--- config.mk ---
export PLATFORM = sky130hd
export DESIGN_NAME = tppc_top
export DESIGN_NICKNAME = d
export VERILOG_FILES = /design/src/rtl/tppc_pkg.sv /design/src/rtl/tppc_cc_if.sv /design/src/rtl/tppc_sync.sv /design/src/rtl/tppc_cc_detect.sv /design/src/rtl/tppc_top.sv
export SDC_FILE = /design/constraint.sdc
export NUM_CORES = 1
export LEC_CHECK = 0
export ABC_AREA = 1
export BUFFER_PORTS_ARGS = -buffer_cell sky130_fd_sc_hd__buf_2
export CORE_UTILIZATION = 52
export CTS_BUF_LIST = sky130_fd_sc_hd__clkbuf_4
export CTS_CLUSTER_SIZE = 28
export DETAILED_ROUTE_END_ITERATION = 12
export GPL_ROUTABILITY_DRIVEN = 0
export PLACE_DENSITY = 0.85
export SYNTH_ARGS = -nofsm -noshare
export SYNTH_HDL_FRONTEND = slang
export SYNTH_SLANG_ARGS = --single-unit
--- constraint.sdc ---
create_clock -name sys_clk -period 1.4 [get_ports sys_clk]
set_input_delay 0.07 -clock sys_clk [delete_from_list [all_inputs] [get_ports sys_clk]]
set_output_delay 0.07 -clock sys_clk [all_outputs]
set_load 0.05 [all_outputs]
--- src/rtl/tppc_pkg.sv ---
// Shared constants and types for the Type-C port policy control block
package tppc_pkg;

   // ----------------------------------------------------------------
   // Timing
   // ----------------------------------------------------------------
   localparam int CLK_FREQ_KHZ = 20000;
   // Attach debounce time in microseconds; plain default, tune per system
   localparam int CC_DEBOUNCE_US = 150;
   // Least time, rounded up to whole cycles
   localparam int CC_DEBOUNCE_CYC = (CC_DEBOUNCE_US * CLK_FREQ_KHZ + 999) / 1000;
   localparam int DEB_CNT_W = 12;
   localparam logic [DEB_CNT_W-1:0] DEB_CNT_RST = 12'h000;
   localparam logic [DEB_CNT_W-1:0] DEB_LAST = DEB_CNT_W'(CC_DEBOUNCE_CYC - 1);

   // ----------------------------------------------------------------
   // Synchroniser bus bit positions
   // ----------------------------------------------------------------
   localparam int SYNC_W = 11;
   localparam int SB_SEL_HI = 0;
   localparam int SB_SEL_LO = 1;
   localparam int SB_VARIANT = 2;
   localparam int SB_CC1_RD = 3;
   localparam int SB_CC1_RA = 4;
   localparam int SB_CC2_RD = 5;
   localparam int SB_CC2_RA = 6;
   localparam int SB_DIE_HOT = 7;
   localparam int SB_DIE_COOL = 8;
   localparam int SB_HEAT_WARN = 9;
   localparam int SB_THERM_OFF = 10;

   // ----------------------------------------------------------------
   // Configuration pin patterns {sel_hi, sel_lo}
   // ----------------------------------------------------------------
   localparam logic [1:0] CFG_DCP_AUTO = 2'h1;
   localparam logic [1:0] CFG_SDP = 2'h2;
   localparam logic [1:0] CFG_CDP = 2'h3;

   // ----------------------------------------------------------------
   // Types
   // ----------------------------------------------------------------
   typedef enum logic [1:0] {
      ADV_DEFAULT = 2'h0,
      ADV_1A5 = 2'h1,
      ADV_3A0 = 2'h2
   } tppc_adv_type;

   typedef enum logic [1:0] {
      MODE_NONE = 2'h0,
      MODE_SDP = 2'h1,
      MODE_CDP = 2'h2,
      MODE_DCP_AUTO = 2'h3
   } tppc_usb_mode_type;

   typedef enum logic [2:0] {
      ATT_IDLE = 3'h1,
      ATT_DEBOUNCE = 3'h2,
      ATT_ATTACHED = 3'h4
   } tppc_att_state_type;

   typedef enum logic [2:0] {
      PWR_OFF = 3'h1,
      PWR_ON = 3'h2,
      PWR_DIE_HOT = 3'h4
   } tppc_pwr_state_type;

endpackage

--- src/rtl/tppc_cc_if.sv ---
// Interface carrying CC levels to the attach detector and its results back
`timescale 1ns/10ps
interface tppc_cc_if;
   logic [1:0] rd;
   logic [1:0] ra;
   logic attached;
   logic sink_on_cc2;
   logic accessory;
   logic [1:0] vconn_req;

   modport src (output rd, output ra, input attached, input sink_on_cc2, input accessory, input vconn_req);
   modport det (input rd, input ra, output attached, output sink_on_cc2, output accessory, output vconn_req);
endinterface

--- src/rtl/tppc_sync.sv ---
// Two-stage synchroniser for a bus of independent single-bit levels
`timescale 1ns/10ps
module tppc_sync #(
   parameter int W = 1
) (
   // Clock and reset
   input wire logic sys_clk,
   input wire logic sys_rst,
   // Levels
   input wire logic [W-1:0] async_in,
   output logic [W-1:0] sync_out
);
   logic [W-1:0] meta_r;

   genvar i;
   generate
      for (i = 0; i < W; i++) begin : g_bit
         always_ff @(posedge sys_clk or posedge sys_rst) begin
            if (sys_rst) begin
               meta_r[i] <= 1'b0;
               sync_out[i] <= 1'b0;
            end else begin
               meta_r[i] <= async_in[i];
               sync_out[i] <= meta_r[i];
            end
         end
      end
   endgenerate
endmodule

--- src/rtl/tppc_cc_detect.sv ---
// Sink attach detector with debounce, accessory rejection and VCONN side
`timescale 1ns/10ps
module tppc_cc_detect
   import tppc_pkg::*;
(
   // Clock and reset
   input wire logic sys_clk,
   input wire logic sys_rst,
   // CC levels and results
   tppc_cc_if.det cc
);
   tppc_att_state_type state_r, state_nxt;
   logic [DEB_CNT_W-1:0] cnt_r;
   logic side_r;

   // Accessory if both pins show the same termination class
   wire accessory_w = (cc.rd == 2'h3) | (cc.ra == 2'h3);
   wire one_sink_w = (cc.rd[0] ^ cc.rd[1]) & ~accessory_w;
   wire side_w = cc.rd[1];
   // A side swap restarts the debounce, so a flipping plug never attaches
   wire valid_w = one_sink_w & (state_r == ATT_IDLE || side_w == side_r);
   wire deb_done_w = (cnt_r == DEB_LAST);

   always_comb begin
      case (state_r)
         ATT_IDLE: state_nxt = one_sink_w ? ATT_DEBOUNCE : ATT_IDLE;
         ATT_DEBOUNCE: state_nxt = !valid_w ? ATT_IDLE : (deb_done_w ? ATT_ATTACHED : ATT_DEBOUNCE);
         ATT_ATTACHED: state_nxt = valid_w ? ATT_ATTACHED : ATT_IDLE;
         default: state_nxt = ATT_IDLE;
      endcase
   end

   always_ff @(posedge sys_clk or posedge sys_rst) begin
      if (sys_rst) begin
         state_r <= ATT_IDLE;
         cnt_r <= DEB_CNT_RST;
         side_r <= 1'b0;
      end else begin
         state_r <= state_nxt;
         cnt_r <= (state_r == ATT_DEBOUNCE) ? cnt_r + 1'b1 : DEB_CNT_RST; // [RL13]
         if (state_r == ATT_IDLE) begin
            side_r <= side_w;
         end
      end
   end

   assign cc.attached = (state_r == ATT_ATTACHED); // [RL13]
   assign cc.sink_on_cc2 = side_r;
   assign cc.accessory = accessory_w; // [RL4]
   // Cable termination on the pin opposite the sink
   assign cc.vconn_req = {cc.ra[1] & ~side_r, cc.ra[0] & side_r} & {2{cc.attached}}; // [RL14]
endmodule

--- src/rtl/tppc_top.sv ---
// Type-C downstream port policy control: config decode, attach, thermal gating
// ----------------------------------------------------------------
// Notes on behaviour
// [RL1] Select pins 1,0 give 1.5 A with SDP; 1,1 give 3 A with CDP.
// [RL2] Thermistor variant: 0,1 gives 3 A automatic DCP, no USB 2.0 data.
// [RL3] Output current limit follows the advertised current level.
// [RL4] Rd on both or Ra on both pins is an accessory; power stays off.
// [RL5] Orientation and load flags only pull low or release, never drive high.
// [RL6] Without an attached sink the orientation flag stays released.
// [RL7] Sink on CC1 releases orientation flag; sink on CC2 pulls it low.
// [RL8] Bus stays unpowered with regulator off until a sink is detected.
// [RL9] Die overtemperature stops regulator and gate until die cools, then restarts.
// [RL10] Thermistor warning lowers a 3 A advertisement to 1.5 A.
// [RL11] Thermistor warning raises the overheat flag but never the fault output.
// [RL12] Thermistor shutdown turns regulator and gate off; warning stays, no fault.
// [RL13] Regulator turns on only after the attach debounce time has elapsed.
// [RL14] VCONN goes to the pin showing cable termination opposite the sink.
// [RL15] All comparator results enter the logic through two-stage synchronisers.
// [RL16] Thermal shutdowns override attach; regulator enable is attach, valid config and no shutdown.
// ----------------------------------------------------------------
`timescale 1ns/10ps
module tppc_top
   import tppc_pkg::*;
(
   // Clock and reset
   input wire logic sys_clk,
   input wire logic sys_rst,
   // Configuration pins from the host system
   input wire logic port_cfg_sel_hi,
   input wire logic port_cfg_sel_lo,
   input wire logic thermistor_variant,
   // CC termination comparators
   input wire logic cc1_rd_det,
   input wire logic cc1_ra_det,
   input wire logic cc2_rd_det,
   input wire logic cc2_ra_det,
   // Thermal comparators
   input wire logic die_overtemp_limit,
   input wire logic die_temp_recovered,
   input wire logic thermistor_sense_warn,
   input wire logic thermistor_sense_off,
   // Power path controls
   output logic regulator_en,
   output logic bus_switch_gate,
   output logic bus_switch_gate_alt,
   output logic vconn_cc1_en,
   output logic vconn_cc2_en,
   // Advertisement and charging mode
   output tppc_adv_type cc_adv_level,
   output tppc_adv_type current_limit_sel,
   output tppc_usb_mode_type usb_mode,
   output logic usb_data_pass,
   output logic cfg_reserved,
   // Orientation open-drain flag
   input wire logic orientation_flag_n_in,
   output logic orientation_flag_n_out,
   output logic orientation_flag_n_oe_n,
   // Load-detect open-drain flag
   input wire logic load_present_n_in,
   output logic load_present_n_out,
   output logic load_present_n_oe_n,
   // Status flags
   output logic overheat_warning,
   output logic fault_flag
);

   // ----------------------------------------------------------------
   // Input synchronisers
   // ----------------------------------------------------------------
   logic [SYNC_W-1:0] raw_w;
   logic [SYNC_W-1:0] s_w;

   assign raw_w[SB_SEL_HI] = port_cfg_sel_hi;
   assign raw_w[SB_SEL_LO] = port_cfg_sel_lo;
   assign raw_w[SB_VARIANT] = thermistor_variant;
   assign raw_w[SB_CC1_RD] = cc1_rd_det;
   assign raw_w[SB_CC1_RA] = cc1_ra_det;
   assign raw_w[SB_CC2_RD] = cc2_rd_det;
   assign raw_w[SB_CC2_RA] = cc2_ra_det;
   assign raw_w[SB_DIE_HOT] = die_overtemp_limit;
   assign raw_w[SB_DIE_COOL] = die_temp_recovered;
   assign raw_w[SB_HEAT_WARN] = thermistor_sense_warn;
   assign raw_w[SB_THERM_OFF] = thermistor_sense_off;

   // Every comparator and pin is a level from outside this clock
   tppc_sync #(.W(SYNC_W)) u_sync ( // [RL15]
      .sys_clk(sys_clk),
      .sys_rst(sys_rst),
      .async_in(raw_w),
      .sync_out(s_w)
   );

   // ----------------------------------------------------------------
   // Attach detection
   // ----------------------------------------------------------------
   tppc_cc_if cc_bus ();

   assign cc_bus.rd = {s_w[SB_CC2_RD], s_w[SB_CC1_RD]};
   assign cc_bus.ra = {s_w[SB_CC2_RA], s_w[SB_CC1_RA]};

   tppc_cc_detect u_detect (
      .sys_clk(sys_clk),
      .sys_rst(sys_rst),
      .cc(cc_bus.det)
   );

   wire attached_w = cc_bus.attached;
   wire sink_cc2_w = cc_bus.sink_on_cc2;
   wire accessory_w = cc_bus.accessory;

   // ----------------------------------------------------------------
   // Configuration decode
   // ----------------------------------------------------------------
   wire [1:0] cfg_w = {s_w[SB_SEL_HI], s_w[SB_SEL_LO]};
   wire variant_w = s_w[SB_VARIANT];
   wire is_sdp_w = (cfg_w == CFG_SDP);
   wire is_cdp_w = (cfg_w == CFG_CDP);
   wire is_dcp_w = (cfg_w == CFG_DCP_AUTO) & variant_w; // [RL2]
   // Reserved patterns keep the port unpowered rather than guess a level
   wire cfg_ok_w = is_sdp_w | is_cdp_w | is_dcp_w; // [RL1]

   tppc_adv_type base_adv_w;
   tppc_adv_type eff_adv_w;
   tppc_usb_mode_type mode_w;

   assign base_adv_w = is_sdp_w ? ADV_1A5 : ((is_cdp_w | is_dcp_w) ? ADV_3A0 : ADV_DEFAULT); // [RL1] [RL2]
   assign mode_w = is_sdp_w ? MODE_SDP : (is_cdp_w ? MODE_CDP : (is_dcp_w ? MODE_DCP_AUTO : MODE_NONE));
   // Automatic DCP shorts the data lines locally, so no USB 2.0 pass-through
   wire data_pass_w = is_sdp_w | is_cdp_w; // [RL2]

   // ----------------------------------------------------------------
   // Thermistor levels
   // ----------------------------------------------------------------
   // Only the variant with a thermistor input acts on these comparators
   wire therm_off_w = variant_w & s_w[SB_THERM_OFF];
   // The shutdown level lies above the warning level, so it implies the warning
   wire heat_warn_w = variant_w & (s_w[SB_HEAT_WARN] | s_w[SB_THERM_OFF]); // [RL11] [RL12]

   assign eff_adv_w = (base_adv_w == ADV_3A0 && heat_warn_w) ? ADV_1A5 : base_adv_w; // [RL10]

   // ----------------------------------------------------------------
   // Power state machine
   // ----------------------------------------------------------------
   tppc_pwr_state_type pwr_r, pwr_nxt;

   wire die_hot_w = s_w[SB_DIE_HOT];
   // Restart needs the hysteresis comparator set and the limit cleared
   wire die_cool_w = s_w[SB_DIE_COOL] & ~die_hot_w; // [RL9]
   wire may_source_w = attached_w & cfg_ok_w & ~accessory_w & ~therm_off_w; // [RL4] [RL8] [RL12] [RL16]

   always_comb begin
      case (pwr_r)
         PWR_OFF: begin
            if (die_hot_w) begin
               pwr_nxt = PWR_DIE_HOT; // [RL16]
            end else if (may_source_w) begin
               pwr_nxt = PWR_ON; // [RL8]
            end else begin
               pwr_nxt = PWR_OFF;
            end
         end
         PWR_ON: begin
            if (die_hot_w) begin
               pwr_nxt = PWR_DIE_HOT; // [RL9]
            end else if (!may_source_w) begin
               pwr_nxt = PWR_OFF; // [RL12]
            end else begin
               pwr_nxt = PWR_ON;
            end
         end
         PWR_DIE_HOT: begin
            // Restart attempt goes through OFF so attach is checked afresh
            pwr_nxt = die_cool_w ? PWR_OFF : PWR_DIE_HOT; // [RL9]
         end
         default: pwr_nxt = PWR_OFF;
      endcase
   end

   always_ff @(posedge sys_clk or posedge sys_rst) begin
      if (sys_rst) begin
         pwr_r <= PWR_OFF;
      end else begin
         pwr_r <= pwr_nxt;
      end
   end

   wire power_on_w = (pwr_nxt == PWR_ON); // [RL16]

   // ----------------------------------------------------------------
   // Power path outputs
   // ----------------------------------------------------------------
   // VCONN is only offered while the port is actively sourcing the bus
   wire vconn1_w = power_on_w & cc_bus.vconn_req[0]; // [RL14]
   wire vconn2_w = power_on_w & cc_bus.vconn_req[1]; // [RL14]

   always_ff @(posedge sys_clk or posedge sys_rst) begin
      if (sys_rst) begin
         regulator_en <= 1'b0;
         bus_switch_gate <= 1'b0;
         bus_switch_gate_alt <= 1'b0;
         vconn_cc1_en <= 1'b0;
         vconn_cc2_en <= 1'b0;
      end else begin
         regulator_en <= power_on_w; // [RL8] [RL9] [RL12] [RL13]
         bus_switch_gate <= power_on_w; // [RL4] [RL9] [RL12]
         bus_switch_gate_alt <= power_on_w; // [RL9]
         vconn_cc1_en <= vconn1_w;
         vconn_cc2_en <= vconn2_w;
      end
   end

   // ----------------------------------------------------------------
   // Advertisement and mode outputs
   // ----------------------------------------------------------------
   always_ff @(posedge sys_clk or posedge sys_rst) begin
      if (sys_rst) begin
         cc_adv_level <= ADV_DEFAULT;
         current_limit_sel <= ADV_DEFAULT;
         usb_mode <= MODE_NONE;
         usb_data_pass <= 1'b0;
         cfg_reserved <= 1'b0;
      end else begin
         cc_adv_level <= eff_adv_w; // [RL1] [RL10]
         // Limit tracks the level actually advertised, including derating
         current_limit_sel <= eff_adv_w; // [RL3]
         usb_mode <= mode_w; // [RL1] [RL2]
         usb_data_pass <= data_pass_w;
         cfg_reserved <= ~cfg_ok_w;
      end
   end

   // ----------------------------------------------------------------
   // Open-drain flags and status
   // ----------------------------------------------------------------
   // Flags pull low only while a debounced sink is present
   wire orient_pull_w = attached_w & sink_cc2_w & ~accessory_w; // [RL6] [RL7]
   wire load_pull_w = attached_w & ~accessory_w; // [RL4]

   always_ff @(posedge sys_clk or posedge sys_rst) begin
      if (sys_rst) begin
         orientation_flag_n_out <= 1'b0;
         orientation_flag_n_oe_n <= 1'b1;
         load_present_n_out <= 1'b0;
         load_present_n_oe_n <= 1'b1;
         overheat_warning <= 1'b0;
         fault_flag <= 1'b0;
      end else begin
         // Driven level is always low; only the enable moves
         orientation_flag_n_out <= 1'b0; // [RL5]
         orientation_flag_n_oe_n <= ~orient_pull_w; // [RL5] [RL7]
         load_present_n_out <= 1'b0; // [RL5]
         load_present_n_oe_n <= ~load_pull_w; // [RL5]
         overheat_warning <= heat_warn_w; // [RL11] [RL12]
         // Fault reports die overtemperature only, never thermistor events
         fault_flag <= (pwr_nxt == PWR_DIE_HOT); // [RL11] [RL12]
      end
   end

endmodule

# After elaboration in Yosys (flattened, before gate mapping)
# Cells that the tools add are included.
dict set report word_totals {
  register_bits 54
  wordCells 103
  in_bits 15
  out_inout_bits 19
}
dict set report classes {
  n_mux 16
  n_reduce_logical 3
  n_addsub 1
  n_eq_ne 16
  n_bitwise 30
}
# operator count
set ops {}
lappend ops {{bitwise AND 1 bit} 16}
lappend ops {{two-way mux 2 bit} 8}
lappend ops {{two-way mux 3 bit} 5}
lappend ops {{adder 12 x 1 -> 12 bit (second input constant)} 1}
lappend ops {{== test 12 bit (second input constant)} 1}
lappend ops {{two-way mux 12 bit} 1}
lappend ops {{== test 2 bit (second input constant)} 5}
lappend ops {{== test 3 x 2 -> 1 bit (second input constant)} 3}
lappend ops {{== test 3 bit (second input constant)} 3}
lappend ops {{case mux 3 bit (3 select lines)} 1}
lappend ops {{inverter 1 bit} 7}
lappend ops {{== test 3 x 1 -> 1 bit (second input constant)} 2}
lappend ops {{case mux 3 bit (2 select lines)} 1}
lappend ops {{OR 1 bit} 5}
lappend ops {{bitwise AND 2 bit} 1}
lappend ops {{== test 2 x 1 -> 1 bit (second input constant)} 1}
lappend ops {{OR reduction 2 bit} 1}
lappend ops {{== test 1 bit} 1}
lappend ops {{logical AND 1 bit} 1}
lappend ops {{logical OR 1 bit} 1}
lappend ops {{XOR 1 bit} 1}

# Depth between registers and ports, before layout
# Gate-level depths: netlist of run 1.
dict set report logic_depth {
  depth_word 11
  depth_mapped 7
  depth_no_buf 7
}

# Modules after synthesis
# A second synthesis of run 1 with hierarchy kept.
dict set report hier_totals {
  cells_unflattened 204
  hier_area_um2 2089.5
}
# mod instances area_per_inst_um2 seq_area_each_um2 cells_each
set by_module_without_submodules {}
lappend by_module_without_submodules {tppc_cc_detect 1 888.4 401.6 115}
lappend by_module_without_submodules {tppc_top 1 646.9 404.1 66}
lappend by_module_without_submodules {tppc_sync 1 554.3 550.5 23}

# Least setup slack after synthesis of run 1
# OpenSTA, ideal clock, no wires.
dict set report synth_timing {
  path_type {register -> register}
  startpoint {register u_detect.cnt_r[0]}
  endpoint {register u_detect.cnt_r[10]}
  path_slack_ns 0.248
  arrival_ns 1.032
  setup_ns 0.120
  period_less_slack_ns 1.152
  path_buffers 0
  required_ns 1.280
  stages_incl_launch_ff 7
  path_cell_list {dfrtp_1 -> ha_1 -> nand2_1 -> nor2_4 -> nand3_1 -> o21ai_0 -> nor2_1}
}
dict set report synth_between {
  elab_chain_cells 2
}
# item line_no
set synth_lines {}
lappend synth_lines {{start: declaration} tppc_cc_detect.sv:13} ;# logic [DEB_CNT_W-1:0] cnt_r;
lappend synth_lines {{start signal: assignment} tppc_cc_detect.sv:40} ;# cnt_r <= (state_r == ATT_DEBOUNCE) ? cnt_r + 1'b1 : DEB_CNT_RST;
lappend synth_lines {{adder 12 x 1 -> 12 bit} tppc_cc_detect.sv:40}
lappend synth_lines {{two-way mux 12 bit} tppc_cc_detect.sv:40}
# Every way passes these cells.
# A chain may end at the register's enable or synchronous reset.

# Worst setup path in the final report of run 1
# Ends and elaborated chain as after synthesis.

==> summary.txt, run 1 <==
status - complete, no violations
starting density of the core - 55.72%
Seq pwr share - 55.8%
routed len/inst - 11.30 um
post-route ant nets - 0
Mapped Cells - 203
top cell type by total area after synthesis - dfrtp_1
DRC viols - 0
CTS Root Cell - clkbuf_4
min-delay worst type - in2async
gr usage total - 18.32%
Avg Synthesized Cell Area - 10.27 um^2
Leak - 1.207 nW
number of global-route vias before repair - 1,369
gr ovfl total - 0
Sink Count - 54
core area - 0.003744 mm^2
die area - 0.004268 mm^2
initial antenna violation count - 0
Fin Setup TNS - 0 ns
clk_skew - 0.01447 ns
critical path arrival - 1.56 ns
register area share after synthesis - 65.03%
Post-Synth XOR/XNOR Area - 0%
antenna fix cells - 0
CP max FO - 5
Placed Area - 0.002273 mm^2
Min Hold Slack - 0.1641 ns
Die H - 65.33 um
Synth area leaders - dfrtp_1 (60%), nand2_1 (6.1%), dfstp_2 (5.0%)
post-synthesis register bit count - 54
setup bufs post-CTS - 0
final number of setup-violating endpoints - 0
Clk network pwr share - 28.6%
vias per inst - 4.845
Area Growth Syn to Fin - 19.80%
number of port buffers - 29
synth warn - 0
min Tclk post-route - 1.271 ns
crit path launch type - flop
worst-skew pair later-pin latency - 0.39 ns
DR pass1 iterations - 4
design area - 0.002499 mm^2
WL final - 3.345 mm
pwr/cell area - 1245 mW/mm^2
largest family of logic cells by synthesized area - simple AND/OR/NAND/NOR gates
endpoint class of the critical path - flop
max_cap viols - 0
Compound-Gate Fraction of Synth Area - 5.339%
IO Pins - 34
Logic pwr share - 15.6%
# nets final - 264
CTS max path bufs - 2
Psw - 0.8964 mW
Num CTS Buffers - 5
max-slew violation count - 0
mapped cell area - 0.002086 mm^2
Yosys top cell area share - 59.99%
Critical R2R Capture - u_detect.cnt_r[10]
first-pass GRT wire length - 5.733 mm
post-synthesis mux area share - 0.5399%
CTS tree - yes
largest net degree at the start of global routing - 32
Final Cycle Share - 90.82%
critical path type - reg2reg
Max VDD drop - 0.0008872 V
initial DRC count - 102
share of layout cells above drive strength 1 - 26.21%
Reg2Reg Setup Slack - 0.13 ns
Internal Power - 2.215 mW
row count - 22
R2R depth - 6
Fmax - 786.5 MHz
Yosys cell types - 25
adder-cell share of the synthesized area - 1.200%
r2r startpoint - u_detect.cnt_r[0]
unrepaired setup endpoints after global routing - no
H-Tree Depth - 2
simple-gate share of the synthesized area - 19.98%
Hold Violations, Final - 0
Sw Share - 28.81%
clock transition at the registers of the reported paths - 0.16 ns
hpwl dp - 2.364 mm
Die Wd - 65.33 um
Worst EP required - 1.68 ns
routed vias - 1,434
layer usage:
layer,GRT usage [%],part of all wire [%],up-vias
li1,-,-,718
met1,20.44,42,678
met2,31.83,51,29
met3,5.729,4.3,9
met4,8.152,2.3,0
met5,0,0,-
power groups by stage:
stage | Clock, mW | Sequential (mW) | Combinational [mW]
final | 0.890 | 1.73 | 0.486
after global routing | 0.969 | 1.75 | 0.543
after CTS | 0.909 | 1.74 | 0.486
after detailed placement | 0 | 1.76 | 0.458
after global placement | 0 | 1.76 | 0.436
after floorplan | 0 | 1.86 | 0.255
repair_timing:
| action | CTS | global route |
|---|---|---|
| resized for setup | 0 | 5 |
| endpoints found under the setup margin | 0 | 3 |
| hold buffers | 12 | 0 |
| endpoints found under the hold margin | 61 | 0 |
worst max path at each step:
stage | start | slack [ns] | cells past startpoint | endpoint
after floorplan | sys_rst | 0.02 | 1 | bus_switch_gate_alt
after global placement | u_detect.cnt_r[0] | 0.15 | 6 | u_detect.cnt_r[10]
after detailed placement | u_detect.cnt_r[0] | 0.11 | 6 | u_detect.cnt_r[10]
after CTS | u_detect.cnt_r[0] | 0.08 | 6 | u_detect.cnt_r[10]
after global routing | u_detect.cnt_r[0] | 0.01 | 6 | u_detect.cnt_r[10]
final | u_detect.cnt_r[0] | 0.13 | 6 | u_detect.cnt_r[10]
synth_stat cells (all sizes together):
cell type	n
conb	1
mux2	1
nor3	5
buf	6
dfstp	4
o21ai	11
nand2	36
ha	2
inv	30
or2	1
a21oi	9
dfrtp	50
nand3	14
nand4	3
nand3b	1
nor2	26
clkbuf	1
o21bai	1
and2	1
placed cells by master (no fill, tap or decap), types with 4 or more instances in the layout:
cell type | Yosys | routed
dfrtp_1 | 50 | 50
nand2_1 | 34 | 34
buf_2 | 0 | 29
inv_1 | 25 | 24
nor2_1 | 20 | 20
dlygate4sd3_1 | 0 | 12
nand3_1 | 11 | 11
a21oi_1 | 9 | 9
o21ai_0 | 10 | 9
inv_2 | 5 | 6
clkbuf_4 | 0 | 5
nor3_1 | 5 | 4
nor2_4 | 3 | 4
dfstp_2 | 4 | 4
worst max-delay path: stages, from the launching register on:
cell,delay (ns)
dfrtp_1,0.41
ha_2,0.21
nand2_1,0.11
nor2_4,0.14
nand3_1,0.12
o21ai_1,0.14
nor2_1,0.05
state kept, by name, summed over array words and instances, names as in the netlist, 2 cells and up:
signal             count
u_detect.cnt_r        12
u_sync.sync_out       11
pwr_r                  3
usb_mode               2
u_detect.state_r       3
u_sync.meta_r         11
current_limit_sel      2
stage by stage:
stage | utilization, % | setup WS [ns] | instances | total power [mW]
after floorplan | - | 0.02204 | 204 | 2.113
after global placement | 60.73 | 0.1535 | 276 | 2.195
after detailed placement | 60.73 | 0.1084 | 276 | 2.223
after CTS | 66.21 | 0.07728 | 296 | 3.130
after global routing | 66.74 | 0.01083 | 296 | 3.259
final | 66.74 | 0.1286 | 296 | 3.111
cells by family (layout without fill, tap and decap cells):
group                      count (synthesis)  after routing
other                                      1              2
adders and majority gates                  2              2
buffers and inverters                     37             81
DFF                                       54             54
AOI/OAI and AO/OA                         21             21
and+or+nand+nor                           87             87
muxes                                      1              1
final cells by class:
cell class / instances / area [um^2]
repair buffers: 43 / 292.8
inverters: 30 / 112.6
clock buffers: 5 / 37.54
multi-input cells: 113 / 591.8
well taps: 48 / 60.06
flip-flops and latches: 54 / 1356
clock inverters: 3 / 47.55
fillers: 291 / 1245
Note: power is estimated with default switching activity, not from simulation.
==> run 2: changes to the inputs <==
--- a/config.mk
+++ b/config.mk
@@ -7,6 +7,7 @@
 export LEC_CHECK = 0
 export ABC_AREA = 1
 export BUFFER_PORTS_ARGS = -buffer_cell sky130_fd_sc_hd__buf_2
+export CORE_ASPECT_RATIO = 1.2
 export CORE_UTILIZATION = 52
 export CTS_BUF_LIST = sky130_fd_sc_hd__clkbuf_4
 export CTS_CLUSTER_SIZE = 28
==> run 2 against run 1 <==
  * Sequential power hardly changed
  * Final area is 0.55% lower
  * Register-to-register slack better by 0.02 ns
  * Critical path depth is 5 lower
  * Power is 0.71% lower
  * Largest cell class unchanged
  * Largest power group unchanged
  * Highest routed layer unchanged
==> summary.txt, run 2 (synthesized netlist as in run 1, its figures left out) <==
status - complete, no violations
most common cell after layout, fill and taps aside - dfrtp_1
Fmax - 796.8 MHz (+1.3%)
endpoint class of the critical path - output port
critical path type - reg2out
Psw - 0.8730 mW (-2.6%)
IO Pins - 34 (unchanged)
gr usage total - 18.60% (+0.28 points)
first-pass GRT wire length - 5.678 mm (-0.96%)
Reg2Reg Setup Slack - 0.14 ns (+0.02 ns)
Regs by FF count - u_detect.cnt_r: 12 flops, u_sync.meta_r: 11 flops, u_sync.sync_out: 11 flops
Logic pwr share - 15.5% (about the same)
initial antenna violation count - 0 (unchanged)
worst path cell trace - buf_2
Die H - 71.38 um (+9.3%)
gr ovfl total - 0 (unchanged)
Num CTS Buffers - 5 (unchanged)
register area - 0.001356 mm^2 (unchanged)
CP max FO - 1 (-4)
final number of setup-violating endpoints - 0 (unchanged)
initial DRC count - 51 (-50%)
number of global-route vias before repair - 1,359 (-0.73%)
Max VDD drop - 0.0008985 V (+1.3%)
H-Tree Depth - 2 (unchanged)
CP Launch Point - orientation_flag_n_oe_n
R2R depth - 6 (unchanged)
WL final - 3.291 mm (-1.6%)
max FFs per register - 12 (unchanged)
setup bufs post-CTS - 0 (unchanged)
Leak - 1.207 nW (about the same)
routed vias - 1,425 (-0.63%)
post-route ant nets - 0 (unchanged)
slowest CP cell - dfstp_2
hpwl dp - 2.293 mm (-3.0%)
GRT met1 Usage - 20.35% (-0.094 points)
CP peak stage delay - 0.55 ns (+0.14 ns)
clock transition at the registers of the reported paths - 0.15 ns (about the same)
Worst EP required - 1.33 ns (-0.35 ns)
pwr/cell area - 1243 mW/mm^2 (-0.16%)
largest net degree at the start of global routing - 23 (-28%)
antenna fix cells - 0 (unchanged)
Levels on crit path - 1 (-5)
Final Cycle Share - 89.65% (-1.2 points)
CTS Root Cell - clkbuf_4
starting density of the core - 56.01% (+0.30 points)
max_cap viols - 0 (unchanged)
area of the multi-input gates - 571.8 um^2 (-3.4%)
routed len/inst - 10.97 um (-2.9%)
Fin Setup TNS - 0 ns (unchanged)
Seq pwr share - 56.1% (+0.3 points)
Die Wd - 59.82 um (-8.4%)
Sw Share - 28.26% (-0.55 points)
vias per inst - 4.750 (-2.0%)
min Tclk post-route - 1.255 ns (-0.01640 ns)
met2 usage - 32.84% (+1.0 points)
Sink Count - 54 (unchanged)
share of layout cells above drive strength 1 - 25.40% (-0.81 points)
unrepaired setup endpoints after global routing - no
CTS tree - yes
number of port buffers - 29 (unchanged)
DR pass1 iterations - 4 (unchanged)
commonest non-fill, non-tap cells in the layout - dfrtp_1 (50), nand2_1 (34), buf_2 (29)
Clk network pwr share - 28.4% (-0.2 points)
row count - 24 (+9.1%)
r2r startpoint - u_sync.sync_out[5]
worst-skew pair later-pin latency - 0.38 ns (about the same)
DRC viols - 0 (unchanged)
worst path bufs/invs - 1 (+1)
clk_skew - 0.01128 ns (-0.003189 ns)
PnR worst setup slack - 0.1450 ns (+0.01640 ns)
Internal Power - 2.216 mW (about the same)
min-delay worst type - in2async
Fillers - 302 (+3.8%)
die area - 0.004269 mm^2 (about the same)
grt peak-use layer - met2
Hold Violations, Final - 0 (unchanged)
CTS max path bufs - 2 (unchanged)
CP Capture Point - orientation_flag_n_oe_n
# nets final - 264 (unchanged)
Largest Register - u_detect.cnt_r
GRT met3 Usage - 4.874% (-0.86 points)
crit path launch type - flop
Critical R2R Capture - vconn_cc2_en
Area Growth Syn to Fin - 19.14%
max-slew violation count - 0 (unchanged)
critical path arrival - 1.19 ns (-0.37 ns)
dpl ws - 0.1231 ns (+0.01472 ns)
CP top delay family - flip-flops
core area - 0.003724 mm^2 (-0.53%)
-- run 2: changes by cell type in the layout (fill, tap and decap cells not counted) --
| cell | before | now |
|---|---|---|
| inv_8 | 0 | 1 |
| ha_2 | 1 | 0 |
| nor3_1 | 4 | 5 |
| nand3_4 | 1 | 0 |
| nor2_2 | 2 | 3 |
| ha_1 | 1 | 2 |
| clkinv_4 | 1 | 0 |
| clkinvlp_4 | 0 | 1 |
| nand3_2 | 2 | 3 |
| inv_6 | 1 | 0 |
| nor3_2 | 1 | 0 |
| nor2_4 | 4 | 3 |
-- run 2: timing repair --
action / 4_1_cts / 5_1_grt
gates resized for setup: 0 / 1
endpoints found under the hold margin: 48 / 0
hold buffers: 12 / 0
setup endpoints to repair: 0 / 1
-- run 2: through the flow --
| stage | power [mW] | area [um^2] | utilization [%] | hold WS [ns] | std cells |
|---|---|---|---|---|---|
| 3_5_place_dp | 2.216 | 2278 | 61.19 | 0.08931 | 280 |
| 3_3_place_gp | 2.197 | 2278 | 61.19 | 0.08146 | 280 |
| 5_1_grt | 3.242 | 2485 | 66.73 | 0.2221 | 300 |
| 2_1_floorplan | 2.113 | 2090 | - | 0.1014 | 204 |
| 4_1_cts | 3.112 | 2485 | 66.73 | 0.2068 | 300 |
| 6_report | 3.089 | 2485 | 66.73 | 0.2260 | 300 |
-- run 2: metal layers --
layer / up-vias / routed length, um
li1: 717 / -
met1: 673 / 1334
met2: 29 / 1774
met3: 6 / 110
met4: 0 / 70
met5: - / 0
-- run 2: power by group through the flow --
stage	Clock, mW	Sequential (mW)	Combinational (mW)
3_3_place_gp	0	1.76	0.440
6_report	0.877	1.73	0.480
2_1_floorplan	0	1.86	0.255
5_1_grt	0.954	1.75	0.536
3_5_place_dp	0	1.76	0.453
4_1_cts	0.897	1.73	0.482
-- run 2: how the worst min path moves through the flow --
stage	from	endpoint	slack (ns)
4_1_cts	sys_rst	u_sync.sync_out[1]	0.21
3_5_place_dp	sys_rst	u_sync.meta_r[5]	0.09
6_report	sys_rst	u_sync.meta_r[3]	0.23
5_1_grt	sys_rst	u_sync.meta_r[6]	0.22
2_1_floorplan	port_cfg_sel_hi	u_sync.meta_r[0]	0.10
3_3_place_gp	sys_rst	u_sync.meta_r[5]	0.08
-- run 2: final cells by class --
| cell class | instances | share of cell area [%] |
|---|---|---|
| Clock buffer | 5 | 1.511 |
| Clock inverter | 3 | 1.964 |
| Multi-Input combinational cell | 113 | 23.01 |
| Tap cell | 52 | 2.618 |
| Sequential cell | 54 | 54.58 |
| Inverter | 30 | 4.532 |
| Timing Repair Buffer | 43 | 11.78 |
==> run 3: changes to the inputs <==
--- a/config.mk
+++ b/config.mk
@@ -13,7 +13,7 @@
 export CTS_CLUSTER_SIZE = 28
 export DETAILED_ROUTE_END_ITERATION = 12
 export GPL_ROUTABILITY_DRIVEN = 0
-export PLACE_DENSITY = 0.85
+export PLACE_DENSITY = 0.78
 export SYNTH_ARGS = -nofsm -noshare
 export SYNTH_HDL_FRONTEND = slang
 export SYNTH_SLANG_ARGS = --single-unit
==> run 3 against run 2 <==
  * Flip-flop and latch count is the same
  * Clock skew is essentially flat
  * Die area unchanged
  * Critical endpoint is now vconn_cc1_en
  * Highest routed layer unchanged
==> summary.txt, run 3 (synthesized netlist as in run 1, its figures left out) <==
status - complete, no violations
Area Growth Syn to Fin - 17.52%
CP max FO - 5 (+4)
r2r startpoint - u_sync.sync_out[5]
routed vias - 1,404 (-1.5%)
share of layout cells above drive strength 1 - 25.10% (-0.30 points)
vias per inst - 4.696 (-1.1%)
number of global-route vias before repair - 1,375 (+1.2%)
DR pass1 iterations - 4 (unchanged)
PnR worst setup slack - 0.1202 ns (-0.02473 ns)
IO Pins - 34 (unchanged)
Placed Area - 0.002271 mm^2 (-0.33%)
DRC viols - 0 (unchanged)
# nets final - 263 (-0.38%)
endpoint class of the critical path - flop
number of port buffers - 29 (unchanged)
starting density of the core - 56.01% (unchanged)
initial DRC count - 20 (-61%)
row count - 24 (unchanged)
setup bufs post-CTS - 0 (unchanged)
min-delay worst type - in2async
largest net degree at the start of global routing - 55 (+140%)
Regs by FF count - u_detect.cnt_r: 12 flops, u_sync.meta_r: 11 flops, u_sync.sync_out: 11 flops
clk_skew - 0.01099 ns (-0.0002944 ns)
worst-skew pair later-pin latency - 0.37 ns (about the same)
final number of setup-violating endpoints - 0 (unchanged)
CTS Root Cell - clkbuf_4
antenna fix cells - 0 (unchanged)
Largest Register - u_detect.cnt_r
Max VDD drop - 0.0007848 V (-13%)
most common cell after layout, fill and taps aside - dfrtp_1
crit path launch type - flop
Reg2Reg Setup Slack - 0.12 ns (-0.02 ns)
max-slew violation count - 0 (unchanged)
post-route ant nets - 0 (unchanged)
hpwl dp - 2.216 mm (-3.4%)
unrepaired setup endpoints after global routing - no
pwr/cell area - 1183 mW/mm^2 (-4.8%)
Final Cycle Share - 91.41% (+1.8 points)
dpl ws - 0.1175 ns (-0.005584 ns)
max_cap viols - 0 (unchanged)
first-pass GRT wire length - 5.685 mm (+0.12%)
Sink Count - 54 (unchanged)
design area - 0.002451 mm^2 (-1.4%)
CTS max path bufs - 2 (unchanged)
gr usage total - 18.31% (-0.29 points)
H-Tree Depth - 2 (unchanged)
WL final - 3.322 mm (+0.94%)
gr ovfl total - 0 (unchanged)
Fmax - 781.4 MHz (-1.9%)
Worst EP required - 1.69 ns (+0.36 ns)
routed len/inst - 11.11 um (+1.3%)
die area - 0.004269 mm^2 (unchanged)
core area - 0.003724 mm^2 (unchanged)
Fin Setup TNS - 0 ns (unchanged)
critical path type - reg2reg
end-of-flow core utilization - 65.83% (-0.91 points)
Die H - 71.38 um (unchanged)
Num CTS Buffers - 5 (unchanged)
clock transition at the registers of the reported paths - 0.15 ns (about the same)
Leak - 1.187 nW (-1.7%)
max FFs per register - 12 (unchanged)
commonest non-fill, non-tap cells in the layout - dfrtp_1 (50), nand2_1 (34), buf_2 (29)
critical path arrival - 1.57 ns (+0.38 ns)
Die Wd - 59.82 um (unchanged)
Hold Violations, Final - 0 (unchanged)
initial antenna violation count - 0 (unchanged)
R2R depth - 6 (unchanged)
CTS tree - yes
min Tclk post-route - 1.280 ns (+0.02473 ns)
Critical R2R Capture - vconn_cc1_en
-- run 3: cell count changes in the layout (fill, tap and decap cells not counted), sizes merged --
cell and change:
buf -1, bufinv -1, clkbuf +1, clkinvlp +1
inv -1
-- run 3: what timing repair did --
item / CTS / global route
gates resized for setup: 0 / 1
setup endpoints to repair: 0 / 1
hold buffers: 12 / 0
hold endpoints to repair: 65 / 0
-- run 3: cell type report --
| cell class | count | area [um^2] |
|---|---|---|
| clock inverter | 2 | 15.01 |
| tap | 52 | 65.06 |
| fill | 307 | 1272 |
| inverter | 30 | 112.6 |
| multi-input combinational | 113 | 571.8 |
| timing repair buffer | 42 | 285.3 |
| sequential | 54 | 1356 |
| clock buffer | 6 | 45.04 |
-- run 3: worst max path at each step --
stage | startpoint | endpoint | slack (ns) | cells after the start
after floorplan | sys_rst | bus_switch_gate_alt | 0.02 | 1
after global placement | u_detect.cnt_r[0] | u_detect.cnt_r[10] | 0.16 | 6
after detailed placement | u_detect.cnt_r[0] | u_detect.cnt_r[10] | 0.12 | 6
after CTS | u_detect.cnt_r[0] | u_detect.cnt_r[10] | 0.09 | 6
after global routing | u_sync.sync_out[5] | vconn_cc1_en | 0.006 | 6
final | u_sync.sync_out[5] | vconn_cc1_en | 0.12 | 6
-- run 3: through the flow --
step | power, mW | hold slack [ns] | cells
floorplan | 2.113 | 0.1014 | 204
global placement | 2.198 | 0.1307 | 279
detailed placement | 2.219 | 0.1389 | 279
CTS | 2.913 | 0.2715 | 299
global route | 3.036 | 0.2657 | 299
finish | 2.900 | 0.2633 | 299
-- run 3: report_power, final --
part	internal, mW	switching (mW)	total [mW]	leakage, nW
Clock	0.216	0.470	0.686	0.0279
Sequential	1.68	0.0551	1.73	0.671
Combinational	0.148	0.332	0.480	0.487
-- run 3: per-layer routing --
layer | vias to the layer above | part of all wire (%) | GRT usage, %
met5 | - | 0 | 0
met4 | 0 | 1.7 | 6.977
met3 | 6 | 3.8 | 5.054
met2 | 29 | 53 | 31.85
met1 | 659 | 42 | 21.06
li1 | 710 | - | -
-- run 3: worst max-delay path, stage by stage, from the launching register on --
cell and delay, ns:
dfrtp_1 0.43, ha_1 0.19, inv_1 0.07, nand2_1 0.06
nor2_2 0.16, nand3_2 0.14, nor3_1 0.16
